$ cat src/verilog/eirq_pkg.sv
// Shared constants and types of the external interrupt and reset entry controller.
package eirq_pkg;

   // ************************************************************
   // Register bus geometry and register byte offsets.
   // ************************************************************
   localparam int ADDR_W = 5;
   localparam logic [ADDR_W-1:0] OFS_EDGE_ONE = 5'h00;
   localparam logic [ADDR_W-1:0] OFS_WAKE_EDGE = 5'h04;
   localparam logic [ADDR_W-1:0] OFS_ENABLE = 5'h08;
   localparam logic [ADDR_W-1:0] OFS_FLAG_ONE = 5'h0C;
   localparam logic [ADDR_W-1:0] OFS_WAKE_FLAG = 5'h10;
   localparam logic [ADDR_W-1:0] OFS_PIN_CFG = 5'h14;
   localparam logic [ADDR_W-1:0] OFS_STATUS = 5'h18;

   // ************************************************************
   // Field positions, writable masks and reserved read-as-one bits.
   // ************************************************************
   localparam int NUM_VEC_PINS = 4;
   localparam int NUM_WAKE_PINS = 6;
   localparam int NUM_SRC = 7;
   localparam int BIT_NMI_EDGE = 7;
   localparam int BIT_DT = 7;
   localparam int BIT_TMR = 6;
   localparam int BIT_WAKE_EN = 5;
   localparam int SRC_WAKE = 4;
   localparam int SRC_TMR = 5;
   localparam int SRC_DT = 6;
   localparam int CFG_WAKE_LSB = 8;
   localparam int CFG_DIRECT_TRANSFER_ON = 16;
   localparam logic [7:0] EDGE_ONE_WMASK = 8'h8F;
   localparam logic [7:0] EDGE_ONE_RSV = 8'h70;
   localparam logic [7:0] WAKE_EDGE_WMASK = 8'h3F;
   localparam logic [7:0] WAKE_EDGE_RSV = 8'hC0;
   localparam logic [7:0] ENABLE_WMASK = 8'hEF;
   localparam logic [7:0] ENABLE_RSV = 8'h10;
   localparam logic [7:0] FLAG_ONE_WMASK = 8'hCF;
   localparam logic [7:0] FLAG_ONE_RSV = 8'h30;
   localparam logic [7:0] WAKE_FLAG_WMASK = 8'h3F;
   localparam logic [7:0] WAKE_FLAG_RSV = 8'hC0;
   localparam logic [16:0] PIN_CFG_WMASK = 17'h13F0F;

   // ************************************************************
   // Reset values.
   // ************************************************************
   localparam logic [7:0] REG8_RST = 8'h00;
   localparam logic [16:0] PIN_CFG_RST = 17'h00000;
   localparam logic [31:0] UNMAPPED_RDATA = 32'h00000000;

   // ************************************************************
   // Reset entry sequence.
   // ************************************************************
   localparam logic [15:0] RESET_VECTOR_HI = 16'h0000;
   localparam logic [15:0] RESET_VECTOR_LO = 16'h0001;
   localparam int SYNC_ARM_CYCLES = 3;

   typedef enum logic [2:0] {
      EIRQ_RS_HALT = 3'b000,
      EIRQ_RS_MASK = 3'b001,
      EIRQ_RS_FETCH_HI = 3'b010,
      EIRQ_RS_FETCH_LO = 3'b011,
      EIRQ_RS_RUN = 3'b100
   } eirq_rst_state_t;

endpackage

$ cat src/verilog/eirq_ctrl.sv
// External and internal interrupt request controller with reset entry handling.
`timescale 1ns/1ns

// Notes on behaviour
// [RULE1] Each wake pin has an edge bit: 0 falling, 1 rising; resets 0.
// [RULE2] Enable bit 7 gates the direct-transition request; resets 0.
// [RULE3] Enable bit 6 gates the timer overflow request; resets 0.
// [RULE4] Enable bit 5 is one common enable for all six wake requests.
// [RULE5] Enable bits 3..0 enable the four vectored pins, pin n to bit n.
// [RULE6] Reserved bits of enable and both flag registers read as 1.
// [RULE7] A request colliding with a clear while unmasked is still taken afterwards.
// [RULE8] Software should clear enables or flags only while the CPU mask is 1.
// [RULE9] Flag bit 7 sets on a sleep direct transfer with transfer-on set.
// [RULE10] Flag bit 6 sets on timer overflow and stays until written 0.
// [RULE11] Flag bits 3..0 set on the selected edge of an interrupt-mode pin.
// [RULE12] Flags clear only by writing 0; writing 1 changes nothing.
// [RULE13] Wake flag bits 5..0 set on selected edge of an interrupt-mode wake pin.
// [RULE14] Each vectored pin has its own request line and own edge bit.
// [RULE15] All six wake pins share one request line, detected individually.
// [RULE16] The nonmaskable pin edge is selectable and ignores the CPU mask.
// [RULE17] While reset is low all processing halts and registers reset.
// [RULE18] A running device needs reset held low at least 10 clocks.
// [RULE19] At power-up reset stays low until the clock is stable.
// [RULE20] After reset: set the CPU mask, then fetch the vector at 0000-0001.
// [RULE21] Vectored pin edge bits: 0 falling, 1 rising; reset 0.
// [RULE22] Nonmaskable edge bit: 0 falling, 1 rising; reset 0.
// [RULE23] A request goes out only while flag and enable are both 1, or while held after a colliding clear.
// [RULE24] A set event in the same cycle as a clear leaves the flag set.
module eirq_ctrl (
   input wire logic clk_sys,
   input wire logic rst_n,
   input wire logic [eirq_pkg::ADDR_W-1:0] avs_address,
   input wire logic avs_read,
   input wire logic avs_write,
   input wire logic [31:0] avs_writedata,
   input wire logic [3:0] avs_byteenable,
   output logic [31:0] avs_readdata,
   output logic avs_waitrequest,
   input wire logic nonmaskable_pin,
   input wire logic [eirq_pkg::NUM_VEC_PINS-1:0] vectored_pin,
   input wire logic [eirq_pkg::NUM_WAKE_PINS-1:0] wake_pin,
   input wire logic timer_overflow,
   input wire logic sleep_direct_transfer,
   input wire logic cpu_imask,
   input wire logic [eirq_pkg::NUM_SRC-1:0] cpu_int_ack,
   input wire logic cpu_nmi_ack,
   output logic [eirq_pkg::NUM_SRC-1:0] int_req,
   output logic nmi_req,
   output logic cpu_halt,
   output logic cpu_imask_set,
   output logic vector_fetch,
   output logic [15:0] vector_addr,
   output logic cpu_run
);
   import eirq_pkg::*;

   localparam int EDGE_W = 1 + NUM_VEC_PINS + NUM_WAKE_PINS;

   // ************************************************************
   // Registers and internal signals.
   // ************************************************************
   logic [7:0] edge_one_r;
   logic [7:0] wake_edge_select_r;
   logic [7:0] interrupt_enable_one_r;
   logic [7:0] interrupt_flag_one_r;
   logic [7:0] wake_flag_r;
   logic [16:0] pin_cfg_r;
   logic [7:0] enable_nxt;
   logic [7:0] flag_one_nxt;
   logic [7:0] wake_flag_nxt;
   logic [NUM_SRC-1:0] hold_r;
   logic [NUM_SRC-1:0] req_r;
   logic [NUM_SRC-1:0] src_act;
   logic [NUM_SRC-1:0] src_nxt;
   logic nmi_req_r;
   logic waitreq_r;
   logic [31:0] rdata_r;
   logic [31:0] rd_mux;
   logic wr_acc;
   logic wr_lane;
   logic [EDGE_W-1:0] edge_sel_all;
   logic [EDGE_W-1:0] edge_pulse;
   logic nmi_edge;
   logic [NUM_VEC_PINS-1:0] vec_edge;
   logic [NUM_WAKE_PINS-1:0] wake_edge;
   logic [NUM_VEC_PINS-1:0] vec_mode;
   logic [NUM_WAKE_PINS-1:0] wake_mode;
   logic direct_transfer_on;
   logic [7:0] flag_one_set;
   logic [7:0] wake_flag_set;
   logic [7:0] flag_one_clr;
   logic [7:0] wake_flag_clr;
   eirq_rst_state_t rst_state;

   assign vec_mode = pin_cfg_r[NUM_VEC_PINS-1:0];
   assign wake_mode = pin_cfg_r[CFG_WAKE_LSB +: NUM_WAKE_PINS];
   assign direct_transfer_on = pin_cfg_r[CFG_DIRECT_TRANSFER_ON];

   // ************************************************************
   // Pin edge detection.
   // ************************************************************
   assign edge_sel_all = {edge_one_r[BIT_NMI_EDGE], edge_one_r[NUM_VEC_PINS-1:0],
      wake_edge_select_r[NUM_WAKE_PINS-1:0]}; // [RULE1] [RULE21] [RULE22]

   eirq_edge_det #(
      .WIDTH(EDGE_W)
   ) u_edge (
      .clk_sys(clk_sys),
      .rst_n(rst_n),
      .pin_in({nonmaskable_pin, vectored_pin, wake_pin}),
      .edge_sel(edge_sel_all),
      .edge_pulse(edge_pulse)
   ); // [RULE23]

   assign nmi_edge = edge_pulse[EDGE_W-1];
   assign vec_edge = edge_pulse[NUM_WAKE_PINS +: NUM_VEC_PINS];
   assign wake_edge = edge_pulse[NUM_WAKE_PINS-1:0];

   // ************************************************************
   // Reset entry sequence.
   // ************************************************************
   eirq_reset_seq u_rst (
      .clk_sys(clk_sys),
      .rst_n(rst_n),
      .cpu_halt(cpu_halt),
      .cpu_imask_set(cpu_imask_set),
      .vector_fetch(vector_fetch),
      .vector_addr(vector_addr),
      .cpu_run(cpu_run),
      .state(rst_state)
   );

   // ************************************************************
   // Avalon-MM slave handshake: one wait cycle, then the access completes.
   // ************************************************************
   assign wr_acc = avs_write && !waitreq_r;
   assign wr_lane = wr_acc && avs_byteenable[0];

   always_ff @(posedge clk_sys or negedge rst_n) begin
      if (!rst_n) begin
         waitreq_r <= 1'b1;
      end else if (!waitreq_r) begin
         waitreq_r <= 1'b1;
      end else if (avs_read || avs_write) begin
         waitreq_r <= 1'b0;
      end
   end

   always_comb begin
      case (avs_address)
         OFS_EDGE_ONE: rd_mux = {24'h000000, edge_one_r | EDGE_ONE_RSV};
         OFS_WAKE_EDGE: rd_mux = {24'h000000, wake_edge_select_r | WAKE_EDGE_RSV};
         OFS_ENABLE: rd_mux = {24'h000000, interrupt_enable_one_r | ENABLE_RSV}; // [RULE6]
         OFS_FLAG_ONE: rd_mux = {24'h000000, interrupt_flag_one_r | FLAG_ONE_RSV}; // [RULE6]
         OFS_WAKE_FLAG: rd_mux = {24'h000000, wake_flag_r | WAKE_FLAG_RSV}; // [RULE6]
         OFS_PIN_CFG: rd_mux = {15'h0000, pin_cfg_r};
         OFS_STATUS: rd_mux = {20'h00000, rst_state, nmi_req_r, hold_r[3:0] != 4'h0,
            req_r};
         default: rd_mux = UNMAPPED_RDATA;
      endcase
   end

   always_ff @(posedge clk_sys or negedge rst_n) begin
      if (!rst_n) begin
         rdata_r <= UNMAPPED_RDATA;
      end else if (avs_read && waitreq_r) begin
         rdata_r <= rd_mux;
      end
   end

   // ************************************************************
   // Edge select, enable and pin configuration registers.
   // ************************************************************
   always_ff @(posedge clk_sys or negedge rst_n) begin
      if (!rst_n) begin
         edge_one_r <= REG8_RST; // [RULE21] [RULE22]
         wake_edge_select_r <= REG8_RST; // [RULE1]
      end else if (wr_lane && avs_address == OFS_EDGE_ONE) begin
         edge_one_r <= avs_writedata[7:0] & EDGE_ONE_WMASK;
      end else if (wr_lane && avs_address == OFS_WAKE_EDGE) begin
         wake_edge_select_r <= avs_writedata[7:0] & WAKE_EDGE_WMASK;
      end
   end

   always_comb begin
      enable_nxt = interrupt_enable_one_r;
      if (wr_lane && avs_address == OFS_ENABLE) begin
         enable_nxt = avs_writedata[7:0] & ENABLE_WMASK;
      end
   end

   always_ff @(posedge clk_sys or negedge rst_n) begin
      if (!rst_n) begin
         interrupt_enable_one_r <= REG8_RST; // [RULE2] [RULE3] [RULE5]
      end else begin
         interrupt_enable_one_r <= enable_nxt;
      end
   end

   always_ff @(posedge clk_sys or negedge rst_n) begin
      if (!rst_n) begin
         pin_cfg_r <= PIN_CFG_RST;
      end else if (wr_acc && avs_address == OFS_PIN_CFG) begin
         if (avs_byteenable[0]) begin
            pin_cfg_r[7:0] <= avs_writedata[7:0] & PIN_CFG_WMASK[7:0];
         end
         if (avs_byteenable[1]) begin
            pin_cfg_r[15:8] <= avs_writedata[15:8] & PIN_CFG_WMASK[15:8];
         end
         if (avs_byteenable[2]) begin
            pin_cfg_r[16] <= avs_writedata[16];
         end
      end
   end

   // ************************************************************
   // Request flags: set by events, cleared only by writing 0; set wins.
   // ************************************************************
   assign flag_one_set = {sleep_direct_transfer & direct_transfer_on, // [RULE9]
      timer_overflow, 2'b00, // [RULE10]
      vec_edge & vec_mode}; // [RULE11]
   assign wake_flag_set = {2'b00, wake_edge & wake_mode}; // [RULE13] [RULE15]
   assign flag_one_clr = (wr_lane && avs_address == OFS_FLAG_ONE) ?
      (~avs_writedata[7:0] & FLAG_ONE_WMASK) : 8'h00; // [RULE12]
   assign wake_flag_clr = (wr_lane && avs_address == OFS_WAKE_FLAG) ?
      (~avs_writedata[7:0] & WAKE_FLAG_WMASK) : 8'h00; // [RULE12]

   always_comb begin
      flag_one_nxt = (interrupt_flag_one_r & ~flag_one_clr) | flag_one_set; // [RULE24]
      wake_flag_nxt = (wake_flag_r & ~wake_flag_clr) | wake_flag_set; // [RULE24]
   end

   always_ff @(posedge clk_sys or negedge rst_n) begin
      if (!rst_n) begin
         interrupt_flag_one_r <= REG8_RST;
         wake_flag_r <= REG8_RST;
      end else begin
         interrupt_flag_one_r <= flag_one_nxt;
         wake_flag_r <= wake_flag_nxt;
      end
   end

   // ************************************************************
   // Request forwarding toward the CPU.
   // ************************************************************
   assign src_act = {interrupt_flag_one_r[BIT_DT] & interrupt_enable_one_r[BIT_DT], // [RULE2]
      interrupt_flag_one_r[BIT_TMR] & interrupt_enable_one_r[BIT_TMR], // [RULE3]
      (|wake_flag_r) & interrupt_enable_one_r[BIT_WAKE_EN], // [RULE4] [RULE15]
      interrupt_flag_one_r[3:0] & interrupt_enable_one_r[3:0]}; // [RULE5] [RULE14] [RULE23]
   assign src_nxt = {flag_one_nxt[BIT_DT] & enable_nxt[BIT_DT],
      flag_one_nxt[BIT_TMR] & enable_nxt[BIT_TMR],
      (|wake_flag_nxt) & enable_nxt[BIT_WAKE_EN],
      flag_one_nxt[3:0] & enable_nxt[3:0]};

   // A clear that removes a live request while unmasked keeps it until taken.
   always_ff @(posedge clk_sys or negedge rst_n) begin
      if (!rst_n) begin
         hold_r <= '0;
      end else begin
         hold_r <= (hold_r & ~cpu_int_ack) |
            (req_r & ~src_nxt & {NUM_SRC{wr_acc && !cpu_imask}}); // [RULE7]
      end
   end

   always_ff @(posedge clk_sys or negedge rst_n) begin
      if (!rst_n) begin
         req_r <= '0;
      end else begin
         req_r <= src_act | hold_r; // [RULE7] [RULE23]
      end
   end

   // The nonmaskable request is not gated by any enable or by the CPU mask.
   always_ff @(posedge clk_sys or negedge rst_n) begin
      if (!rst_n) begin
         nmi_req_r <= 1'b0;
      end else begin
         nmi_req_r <= (nmi_req_r & ~cpu_nmi_ack) | nmi_edge; // [RULE16]
      end
   end

   assign int_req = req_r;
   assign nmi_req = nmi_req_r;
   assign avs_waitrequest = waitreq_r;
   assign avs_readdata = rdata_r;

   // ************************************************************
   // Checks.
   // ************************************************************
   AST_SET_WINS_CLEAR: assert property ( // [RULE24]
      @(posedge clk_sys) disable iff (!rst_n)
      timer_overflow && flag_one_clr[BIT_TMR] |=> interrupt_flag_one_r[BIT_TMR])
      else $error("timer flag lost when set met clear");

   AST_TIMER_FLAG_STICKY: assert property ( // [RULE10]
      @(posedge clk_sys) disable iff (!rst_n)
      timer_overflow |=> interrupt_flag_one_r[BIT_TMR] ##1
         (interrupt_flag_one_r[BIT_TMR] || $past(flag_one_clr[BIT_TMR])))
      else $error("timer flag did not set or fell without a clear");

   AST_WRITE_ONE_KEEPS: assert property ( // [RULE12]
      @(posedge clk_sys) disable iff (!rst_n)
      wr_lane && avs_address == OFS_WAKE_FLAG && avs_writedata[0] && !wake_flag_set[0]
      |=> wake_flag_r[0] == $past(wake_flag_r[0]))
      else $error("writing one changed a wake flag");

   AST_TIMER_GATED: assert property ( // [RULE3]
      @(posedge clk_sys) disable iff (!rst_n)
      !interrupt_enable_one_r[BIT_TMR] && !hold_r[SRC_TMR] |=> !req_r[SRC_TMR])
      else $error("timer request forwarded while disabled");

   AST_WAKE_GATED: assert property ( // [RULE4]
      @(posedge clk_sys) disable iff (!rst_n)
      !interrupt_enable_one_r[BIT_WAKE_EN] && !hold_r[SRC_WAKE] |=> !req_r[SRC_WAKE])
      else $error("wake request forwarded while common enable is off");

   AST_RESERVED_ONES: assert property ( // [RULE6]
      @(posedge clk_sys) disable iff (!rst_n)
      avs_read && waitreq_r && avs_address == OFS_FLAG_ONE
      |=> !waitreq_r && avs_readdata[5:4] == 2'b11)
      else $error("reserved flag bits did not read as one");

   AST_DIRECT_FLAG: assert property ( // [RULE9]
      @(posedge clk_sys) disable iff (!rst_n)
      sleep_direct_transfer && direct_transfer_on |=> interrupt_flag_one_r[BIT_DT])
      else $error("direct transition flag not set");

   AST_NMI_RAISE: assert property ( // [RULE16]
      @(posedge clk_sys) disable iff (!rst_n)
      nmi_edge |=> nmi_req_r)
      else $error("nonmaskable edge did not raise a request");

   AST_CLEAR_COLLISION: assert property ( // [RULE7]
      @(posedge clk_sys) disable iff (!rst_n)
      req_r[0] && wr_acc && !cpu_imask && !src_nxt[0] && !cpu_int_ack[0]
      |=> req_r[0] && hold_r[0] ##1 (req_r[0] || $past(cpu_int_ack[0])))
      else $error("request dropped by a colliding clear");

   AST_VEC_FLAG_MODE: assert property ( // [RULE11]
      @(posedge clk_sys) disable iff (!rst_n)
      vec_edge[0] && !vec_mode[0] && !interrupt_flag_one_r[0] |=> !interrupt_flag_one_r[0])
      else $error("vectored flag set while pin not in interrupt mode");

endmodule

$ cat src/verilog/eirq_edge_det.sv
// Pin synchroniser and selectable rising or falling edge detector.
`timescale 1ns/1ns
module eirq_edge_det #(
   parameter int WIDTH = 11
) (
   input wire logic clk_sys,
   input wire logic rst_n,
   input wire logic [WIDTH-1:0] pin_in,
   input wire logic [WIDTH-1:0] edge_sel,
   output logic [WIDTH-1:0] edge_pulse
);
   import eirq_pkg::*;

   logic [WIDTH-1:0] sync1_r;
   logic [WIDTH-1:0] sync2_r;
   logic [WIDTH-1:0] prev_r;
   logic [WIDTH-1:0] edge_r;
   logic [SYNC_ARM_CYCLES-1:0] arm_r;

   // Pins idle high; arming hides the false edge of a pin held low at reset.
   always_ff @(posedge clk_sys or negedge rst_n) begin
      if (!rst_n) begin
         sync1_r <= '1;
         sync2_r <= '1;
         prev_r <= '1;
         arm_r <= '0;
      end else begin
         sync1_r <= pin_in;
         sync2_r <= sync1_r;
         prev_r <= sync2_r;
         arm_r <= {arm_r[SYNC_ARM_CYCLES-2:0], 1'b1};
      end
   end

   // ************************************************************
   // Per-pin edge compare.
   // ************************************************************
   for (genvar i = 0; i < WIDTH; i++) begin : g_edge
      always_ff @(posedge clk_sys or negedge rst_n) begin
         if (!rst_n) begin
            edge_r[i] <= 1'b0;
         end else begin
            edge_r[i] <= arm_r[SYNC_ARM_CYCLES-1] &
               (edge_sel[i] ? (sync2_r[i] & ~prev_r[i]) : (~sync2_r[i] & prev_r[i]));
         end
      end
   end

   assign edge_pulse = edge_r;

endmodule

$ cat src/verilog/eirq_reset_seq.sv
// Reset exception entry sequencer: halt, set mask, fetch reset vector, run.
`timescale 1ns/1ns
module eirq_reset_seq (
   input wire logic clk_sys,
   input wire logic rst_n,
   output logic cpu_halt,
   output logic cpu_imask_set,
   output logic vector_fetch,
   output logic [15:0] vector_addr,
   output logic cpu_run,
   output eirq_pkg::eirq_rst_state_t state
);
   import eirq_pkg::*;

   eirq_rst_state_t state_r;
   logic halt_r;
   logic mask_set_r;
   logic fetch_r;
   logic [15:0] addr_r;
   logic run_r;

   always_ff @(posedge clk_sys or negedge rst_n) begin
      if (!rst_n) begin
         state_r <= EIRQ_RS_HALT; // [RULE17]
         halt_r <= 1'b1;
         mask_set_r <= 1'b0;
         fetch_r <= 1'b0;
         addr_r <= RESET_VECTOR_HI;
         run_r <= 1'b0;
      end else begin
         mask_set_r <= 1'b0;
         fetch_r <= 1'b0;
         case (state_r)
            EIRQ_RS_HALT: begin
               state_r <= EIRQ_RS_MASK;
               mask_set_r <= 1'b1; // [RULE20]
            end
            EIRQ_RS_MASK: begin
               state_r <= EIRQ_RS_FETCH_HI;
               fetch_r <= 1'b1;
               addr_r <= RESET_VECTOR_HI; // [RULE20]
            end
            EIRQ_RS_FETCH_HI: begin
               state_r <= EIRQ_RS_FETCH_LO;
               fetch_r <= 1'b1;
               addr_r <= RESET_VECTOR_LO;
            end
            EIRQ_RS_FETCH_LO: begin
               state_r <= EIRQ_RS_RUN;
               halt_r <= 1'b0;
               run_r <= 1'b1;
            end
            EIRQ_RS_RUN: begin
               state_r <= EIRQ_RS_RUN;
            end
            default: begin
               state_r <= EIRQ_RS_HALT;
            end
         endcase
      end
   end

   AST_MASK_BEFORE_FETCH: assert property ( // [RULE20]
      @(posedge clk_sys) disable iff (!rst_n)
      $rose(fetch_r) |-> $past(mask_set_r) && addr_r == RESET_VECTOR_HI ##1 fetch_r
         && addr_r == RESET_VECTOR_LO ##1 run_r)
      else $error("reset vector fetch not preceded by mask set");

   assign cpu_halt = halt_r;
   assign cpu_imask_set = mask_set_r;
   assign vector_fetch = fetch_r;
   assign vector_addr = addr_r;
   assign cpu_run = run_r;
   assign state = state_r;

endmodule

$ cat config.mk
export PLATFORM = sky130hd
export DESIGN_NAME = eirq_ctrl
export DESIGN_NICKNAME = d
export VERILOG_FILES = /design/src/verilog/eirq_pkg.sv /design/src/verilog/eirq_ctrl.sv /design/src/verilog/eirq_edge_det.sv /design/src/verilog/eirq_reset_seq.sv
export SDC_FILE = /design/constraint.sdc
export NUM_CORES = 1
export LEC_CHECK = 0
export ABC_AREA = 1
export BUFFER_PORTS_ARGS = -buffer_cell sky130_fd_sc_hd__buf_2
export CAP_MARGIN = 5
export CORE_ASPECT_RATIO = 0.7
export CORE_UTILIZATION = 40
export CTS_CLUSTER_DIAMETER = 80
export CTS_CLUSTER_SIZE = 28
export DETAILED_ROUTE_END_ITERATION = 6
export PLACE_DENSITY = 0.63
export SKIP_LAST_GASP = 1
export SLEW_MARGIN = 30
export SYNTH_ARGS = -nofsm -noshare
export SYNTH_HDL_FRONTEND = slang
export SYNTH_SLANG_ARGS = --single-unit
export TNS_END_PERCENT = 10
$ cat constraint.sdc
create_clock -name clk_sys -period 3.82 [get_ports clk_sys]
set_clock_uncertainty 0.2 [all_clocks]
set_input_delay 0.382 -clock clk_sys [delete_from_list [all_inputs] [get_ports clk_sys]]
set_output_delay 0.382 -clock clk_sys [all_outputs]
set_load 0.05 [all_outputs]
==> results of run 1 <==
[area by class of cell]
class	instances	area, um2
Tap cell	162	203
Inverter	69	262
Clock buffer	20	457
Fill cell	1162	6100
Clock inverter	12	118
Multi-Input combinational cell	337	1600
Timing Repair Buffer	100	632
Sequential cell	127	3220
[routing by layer]
layer,global-route usage (%),vias to the layer above,share of wire (%)
li1,-,1892,-
met2,28.3,182,43
met5,0,-,0
met1,27.6,1926,47
met3,6.18,18,8.7
met4,6.15,0,1.2
[path summary, 6_finish.rpt]
path | from | endpoint | slack, ns | cells after the start
setup / recovery | avs_waitrequest$_DFF_PN1_ | hold_r[5]$_DFF_PN0_ | 1.70 | 9
hold / removal | avs_writedata[12] | pin_cfg_r[12]$_DFFE_PN0P_ | 0.03 | 2
setup reg to reg | avs_waitrequest$_DFF_PN1_ | hold_r[5]$_DFF_PN0_ | 1.70 | 9
hold reg to reg | u_edge.arm_r[1]$_DFF_PN0_ | u_edge.arm_r[2]$_DFF_PN0_ | 0.14 | 0
max in group asynchronous | rst_n | u_edge.prev_r[3]$_DFF_PN1_ | 2.26 | 3
min in group asynchronous | rst_n | u_rst.cpu_run$_DFFE_PN0N_ | 0.36 | 2
[placed cells by master (no fill, tap or decap), types with 17 or more instances in the layout]
cell type / count
nand2_1: 128
dfrtp_1: 92
buf_2: 76
inv_1: 64
dfstp_2: 35
o21ai_0: 34
conb_1: 33
nor2_1: 27
a21oi_1: 22
dlygate4sd3_1: 22
nand3_1: 18
clkbuf_16: 17
[cell families (layout without fill, tap and decap cells)]
logic type / after synthesis / in the layout / share of synthesized area, %
buffers and inverters: 107 / 201 / 10.3
other: 2 / 33 / 0.143
multiplexers: 1 / 1 / 0.215
AO/OA/AOI/OAI: 98 / 98 / 11.0
flip-flops: 127 / 127 / 61.4
AND/OR/NAND/NOR: 205 / 205 / 16.9
[stage by stage]
step / util [%] / total power [W] / cell area (um2) / setup slack (ns)
floorplan: - / 0.00177 / 5360 / 2.03
global placement: 45.2 / 0.00186 / 5690 / 1.73
detailed placement: 45.2 / 0.00187 / 5690 / 1.65
CTS: 51.5 / 0.00345 / 6490 / 1.72
global route: 51.6 / 0.00356 / 6490 / 1.56
finish: 51.6 / 0.00342 / 6490 / 1.70
[where the power goes]
part / internal (W) / total, W / switching (W)
Clock: 0.000986 / 0.00155 / 0.000568
Sequential: 0.00144 / 0.00150 / 0.0000534
Combinational: 0.0000955 / 0.000373 / 0.000278
Total: 0.00252 / 0.00342 / 0.000900
[state kept, by name (all words and copies together), names as in the netlist, 6 cells and up]
register	flops
u_edge.prev_r	11
wake_edge_select_r	6
hold_r	7
int_req	7
interrupt_flag_one_r	6
u_edge.sync2_r	11
u_edge.edge_pulse	11
interrupt_enable_one_r	7
pin_cfg_r	11
avs_readdata	15
wake_flag_r	6
u_edge.sync1_r	11
[what timing repair did]
| action | in CTS | in global routing |
|---|---|---|
| resized for setup | 0 | 0 |
| hold endpoints to repair | 72 | 0 |
| hold buffers | 22 | 0 |
==> results.toml, run 1 <==
[clocking]
htree_levels = 4
cts_buffer_depth = 2
cts_buffers = 17
clock_latency_ns = 0.41
postCtsSetupBuffers = 0
clock_sinks = 127
clk_pin_slew_worst_paths_ns = 0.06
cts_tree = "built"
root_buffer = "clkbuf_16"

[run_status]
status = "finished, violations left"
violations = "design-rule violations"

[critical_path]
start_kind = "flop"
path_class = "flop to flop"
cp_num_buf_inv = 2
critPathSlowestCell = "nor2_2"
worstPathMaxFanout = 11
worstPathRequired_ns = 3.94
critPathTopFamily = "simple AND/OR/NAND/NOR gates"
worstSetupEndpointType = "flop"
critPathArrivalTime_ns = 2.24
crit_path_max_incr_delay_ns = 0.49
crit_chain = "inv_2, nand2_2, nor2_2, nand2_2, o21ai_1, inv_1, o21ai_1, nand3_1, o21ai_0"

[die]
die_w_um = 139
die_h_um = 97.8
die_area_mm2 = 0.0136
core_mm2 = 0.0126
ios = 128
num_rows = 34
start_util_pct = 41.6

[logic_synthesis]
synth_commonest_cells = "nand2_1 (128), dfrtp_1 (92), inv_1 (64), dfstp_2 (35), o21ai_0 (34)"
seq_area_frac_synth_pct = 61.4
synth.distinct_cells = 36
synth.most_common_cell = "nand2_1"
ys_async_sr_fraction_pct = 100
synth_area_mm2 = 0.00524
synthTopCellsByArea = "dfrtp_1 (44%), dfstp_2 (18%), nand2_1 (9.2%), buf_4 (4.7%), inv_1 (4.6%)"
netlist.area_leader.share_pct = 43.9
synth_largest_area_cell = "dfrtp_1"
synthFlopType = "dfrtp_1"
synth_edf_count = 0
yosysWarnings = 0
syn_avg_cell_area_um2 = 9.71
ys_ff_latch = 127
netlist_instances = 540

[final_layout]
antenna_cells = 0
layout-drive-gt1-share_pct = 26.0
final_cell_count_no_fill = 827
areaGrowthSynthToFinish_pct = 23.8
fin_nets = 719

[sta]
drv_slew = 0
clock.fmax_mhz = 472
slew_headroom_pct = 39.7
worst-slew-pin-transition_ns = 0.901
setup_viol = 0
holdWs_ns = 0.0324
timing.final.crit_share_pct = 55.5
fin_tns_setup_ns = 0
min_period_ns = 2.12
rsz0062_at_grt = "false"
hold_violations = 0

[routing]
antenna_left = 0
vias_per_cell = 4.86
dr.pass1.iters = 7
drtIter0Drc = 384
post_drt_wl_per_cell_um = 14.9
drt_wl_total_mm = 12.3
vias = 4018
route.detailed.drc = 13

[power]
vdd_drop_max_mv = 0.326
leakagePower_nw = 3.29
p_per_area_mw_per_mm2 = 527

[place]
dpl.hpwl_mm = 8.74
gp_congestion = 0.850
post-place-cells = 773
port_buffers = 77

[grt]
track_usage_pct = 19.4
grt_max_degree = 76
antenna_found_initial = 0
grt_pass1_vias = 3963
overflow = 0
grt_first_pass_wirelength_mm = 20.1

[run]
drv_cap = 0

[min_path]
hold_path.class = "primary input to flop"
Note: power is estimated with default switching activity, not from simulation.
==> inputs of run 2 (changes only) <==
ABC_AREA = 0   (was 1)
clock period = 2.2 ns   (was 3.82 ns; I/O delays follow)
==> run 2 against run 1 <==
Compared with the run above:
- the run now ends clean
- sequential cell count unchanged
- combinational power increased by 91%
- largest cell class unchanged
- maximum frequency increased by 0.96%
- total power increased by 72%
- global-route usage increased by 0.34 points
- sequential share of layout area decreased by 2.6 points
==> results.toml, run 2 <==
[logic_synthesis]
netlist_instances = 478
ys_ff_latch = 127
synthTopCellsByArea = "dfrtp_1 (43%), dfstp_2 (17%), nand2_1 (6.5%), mux2_2 (5.7%), buf_4 (4.5%)"
yosysWarnings = 0
netlist.area_leader.share_pct = 43.2
ys_async_sr_fraction_pct = 100
synthFlopType = "dfrtp_1"
seq_area_frac_synth_pct = 60.4
synth_edf_count = 0
synth.distinct_cells = 44
syn_avg_cell_area_um2 = 11.2
synth_area_mm2 = 0.00533
synth_largest_area_cell = "dfrtp_1"
synth_commonest_cells = "dfrtp_1 (92), nand2_1 (92), dfstp_2 (35), o21ai_0 (33), buf_4 (32)"

[critical_path]
rr_worst_depth = 5
crit_chain = "nor2b_1, buf_4, nand3_1, mux2_2, dlygate4sd3_1"
worstPathMaxFanout = 8
critPathTopFamily = "buffers and inverters"
cp_num_buf_inv = 2
rr_startpoint = "avs_waitrequest$_DFF_PN1_"
r2r_end = "pin_cfg_r[16]$_DFFE_PN0P_"
reg2reg_setup_slack_ns = 0.10
cp.depth = 5
crit_start = "avs_waitrequest$_DFF_PN1_"
critPathSlowestCell = "dfstp_2"
endpoint = "pin_cfg_r[16]$_DFFE_PN0P_"
crit_path_max_incr_delay_ns = 0.60
worstPathRequired_ns = 2.29
start_kind = "flop"
path_class = "flop to flop"
worstSetupEndpointType = "flop"
critPathArrivalTime_ns = 2.19

[die]
start_util_pct = 41.9
core_mm2 = 0.0127
die_area_mm2 = 0.0138
die_w_um = 140
ios = 128
die_h_um = 98.6
num_rows = 34

[grt]
overflow = 0
grt_max_degree = 40
grt_pass1_vias = 3913
grt_first_pass_wirelength_mm = 20.7
track_usage_pct = 19.8
antenna_found_initial = 1

[final_layout]
largest_reg_flops = 15
fin_nets = 682
areaGrowthSynthToFinish_pct = 28.5
final_cell_mix = "nand2_1 (92), dfrtp_1 (92), buf_2 (76)"
fill_cells = 1090
layout-drive-gt1-share_pct = 29.8

[sta]
setup_viol = 0
fin_tns_setup_ns = 0
min_period_ns = 2.10
hold_violations = 0
rsz0062_at_grt = "false"
worst-slew-pin-transition_ns = 0.557
clock.fmax_mhz = 476
slew_headroom_pct = 62.8
timing.final.crit_share_pct = 95.4
worst_slack_ns = 0.100
drv_slew = 0

[clocking]
htree_levels = 4
cts_buffer_depth = 2
hold_buffers = 40
clock_sinks = 127
clock_latency_ns = 0.41
cts_resized = 0
cts_tree = "built"
cts_buffers = 17
root_buffer = "clkbuf_16"
clk_pin_slew_worst_paths_ns = 0.06
postCtsSetupBuffers = 0

[power]
p_per_area_mw_per_mm2 = 859
p_int_w = 0.00427
vdd_drop_max_mv = 0.542
leakagePower_nw = 3.27
seqPwrFrac_pct = 44.4
power_frac_comb_pct = 12.1
clock_power_share_pct = 43.5
p_sw_w = 0.00162
switching_share_pct = 27.5

[routing]
route.detailed.drc = 0
drt_wl_total_mm = 12.6
vias = 3973
dr.pass1.iters = 5
antenna_left = 0
drtIter0Drc = 284
post_drt_wl_per_cell_um = 15.9
vias_per_cell = 5.02

[run_status]
status = "completed"

[min_path]
hold_path.class = "primary input to flop"
hold_path_depth = 4

[run]
drv_cap = 0

[place]
dpl.hpwl_mm = 9.14
pre_cts_ws_ns = 0.169
gp_congestion = 0.845
port_buffers = 77
==> run 2: cell types whose count changed after synthesis, sizes merged, moves of 14 or more <==
cell,before,now
a21oi,22,4
o21ai,47,33
nand2,136,92
mux2,1,27
a22oi,0,16
and2,0,14
inv,69,9
==> run 2: worst min-delay path by stage <==
stage / endpoint / startpoint
finish: hold_r[4]$_DFF_PN0_ / cpu_imask
global route: hold_r[4]$_DFF_PN0_ / cpu_imask
CTS: hold_r[4]$_DFF_PN0_ / cpu_imask
detailed placement: u_rst.vector_fetch$_DFF_PN0_ / rst_n
global placement: u_rst.vector_fetch$_DFF_PN0_ / rst_n
floorplan: avs_readdata[0]$_DFFE_PN0P_ / rst_n
==> run 2: per-layer routing <==
metal | routed length, um | track usage (%) | part of all wire [%] | vias to the layer above
met5 | 0 | 0 | 0 | -
met4 | 155 | 7.19 | 1.2 | 0
met3 | 813 | 5.05 | 6.5 | 19
met2 | 5410 | 29.0 | 43 | 153
met1 | 6220 | 28.3 | 49 | 1926
li1 | - | - | - | 1875
==> run 2: cells by family after synthesis <==
group / after synthesis / share of synthesized area (%)
buffers and inverters: 55 / 6.24
xor gates and xnor gates: 1 / 0.164
AOI/OAI and AO/OA: 87 / 10.6
DFF: 127 / 60.4
muxes: 38 / 7.77
and+or+nand+nor: 168 / 14.6
other: 2 / 0.141
==> run 2: through the flow <==
step	cells	util, %	hold slack [ns]	area [um2]	power (W)
2_1_floorplan	509	-	-0.276	5450	0.00309
3_3_place_gp	718	46.4	0.0291	5900	0.00329
4_1_cts	790	53.9	0.0277	6850	0.00595
5_1_grt	790	53.9	0.102	6850	0.00613
6_report	791	53.9	0.0331	6850	0.00589
3_5_place_dp	718	46.4	0.0385	5900	0.00330
==> run 2: area by class of cell <==
cell class	instances	area, um2	area share, %
sequential	127	3220	47.0
multi-input combinational	327	1890	27.6
timing repair buffer	133	946	13.8
tap	162	203	2.96
clock buffer	20	467	6.81
antenna	1	2.50	0.0365
inverter	9	33.8	0.493
clock inverter	12	86.3	1.26
==> run 2: power groups by stage <==
stage	combinational (W)	sequential, W	clock, W
finish	0.000713	0.00261	0.00256
global route	0.000771	0.00263	0.00273
CTS	0.000714	0.00261	0.00262
detailed placement	0.000654	0.00265	0
global placement	0.000644	0.00264	0
floorplan	0.000378	0.00271	0
==> run 2: worst reg2reg max path: stages (launching register included) <==
cell	delay, ns
dfstp_2	0.60
nor2b_1	0.06
buf_4	0.16
nand3_1	0.09
mux2_2	0.33
dlygate4sd3_1	0.55
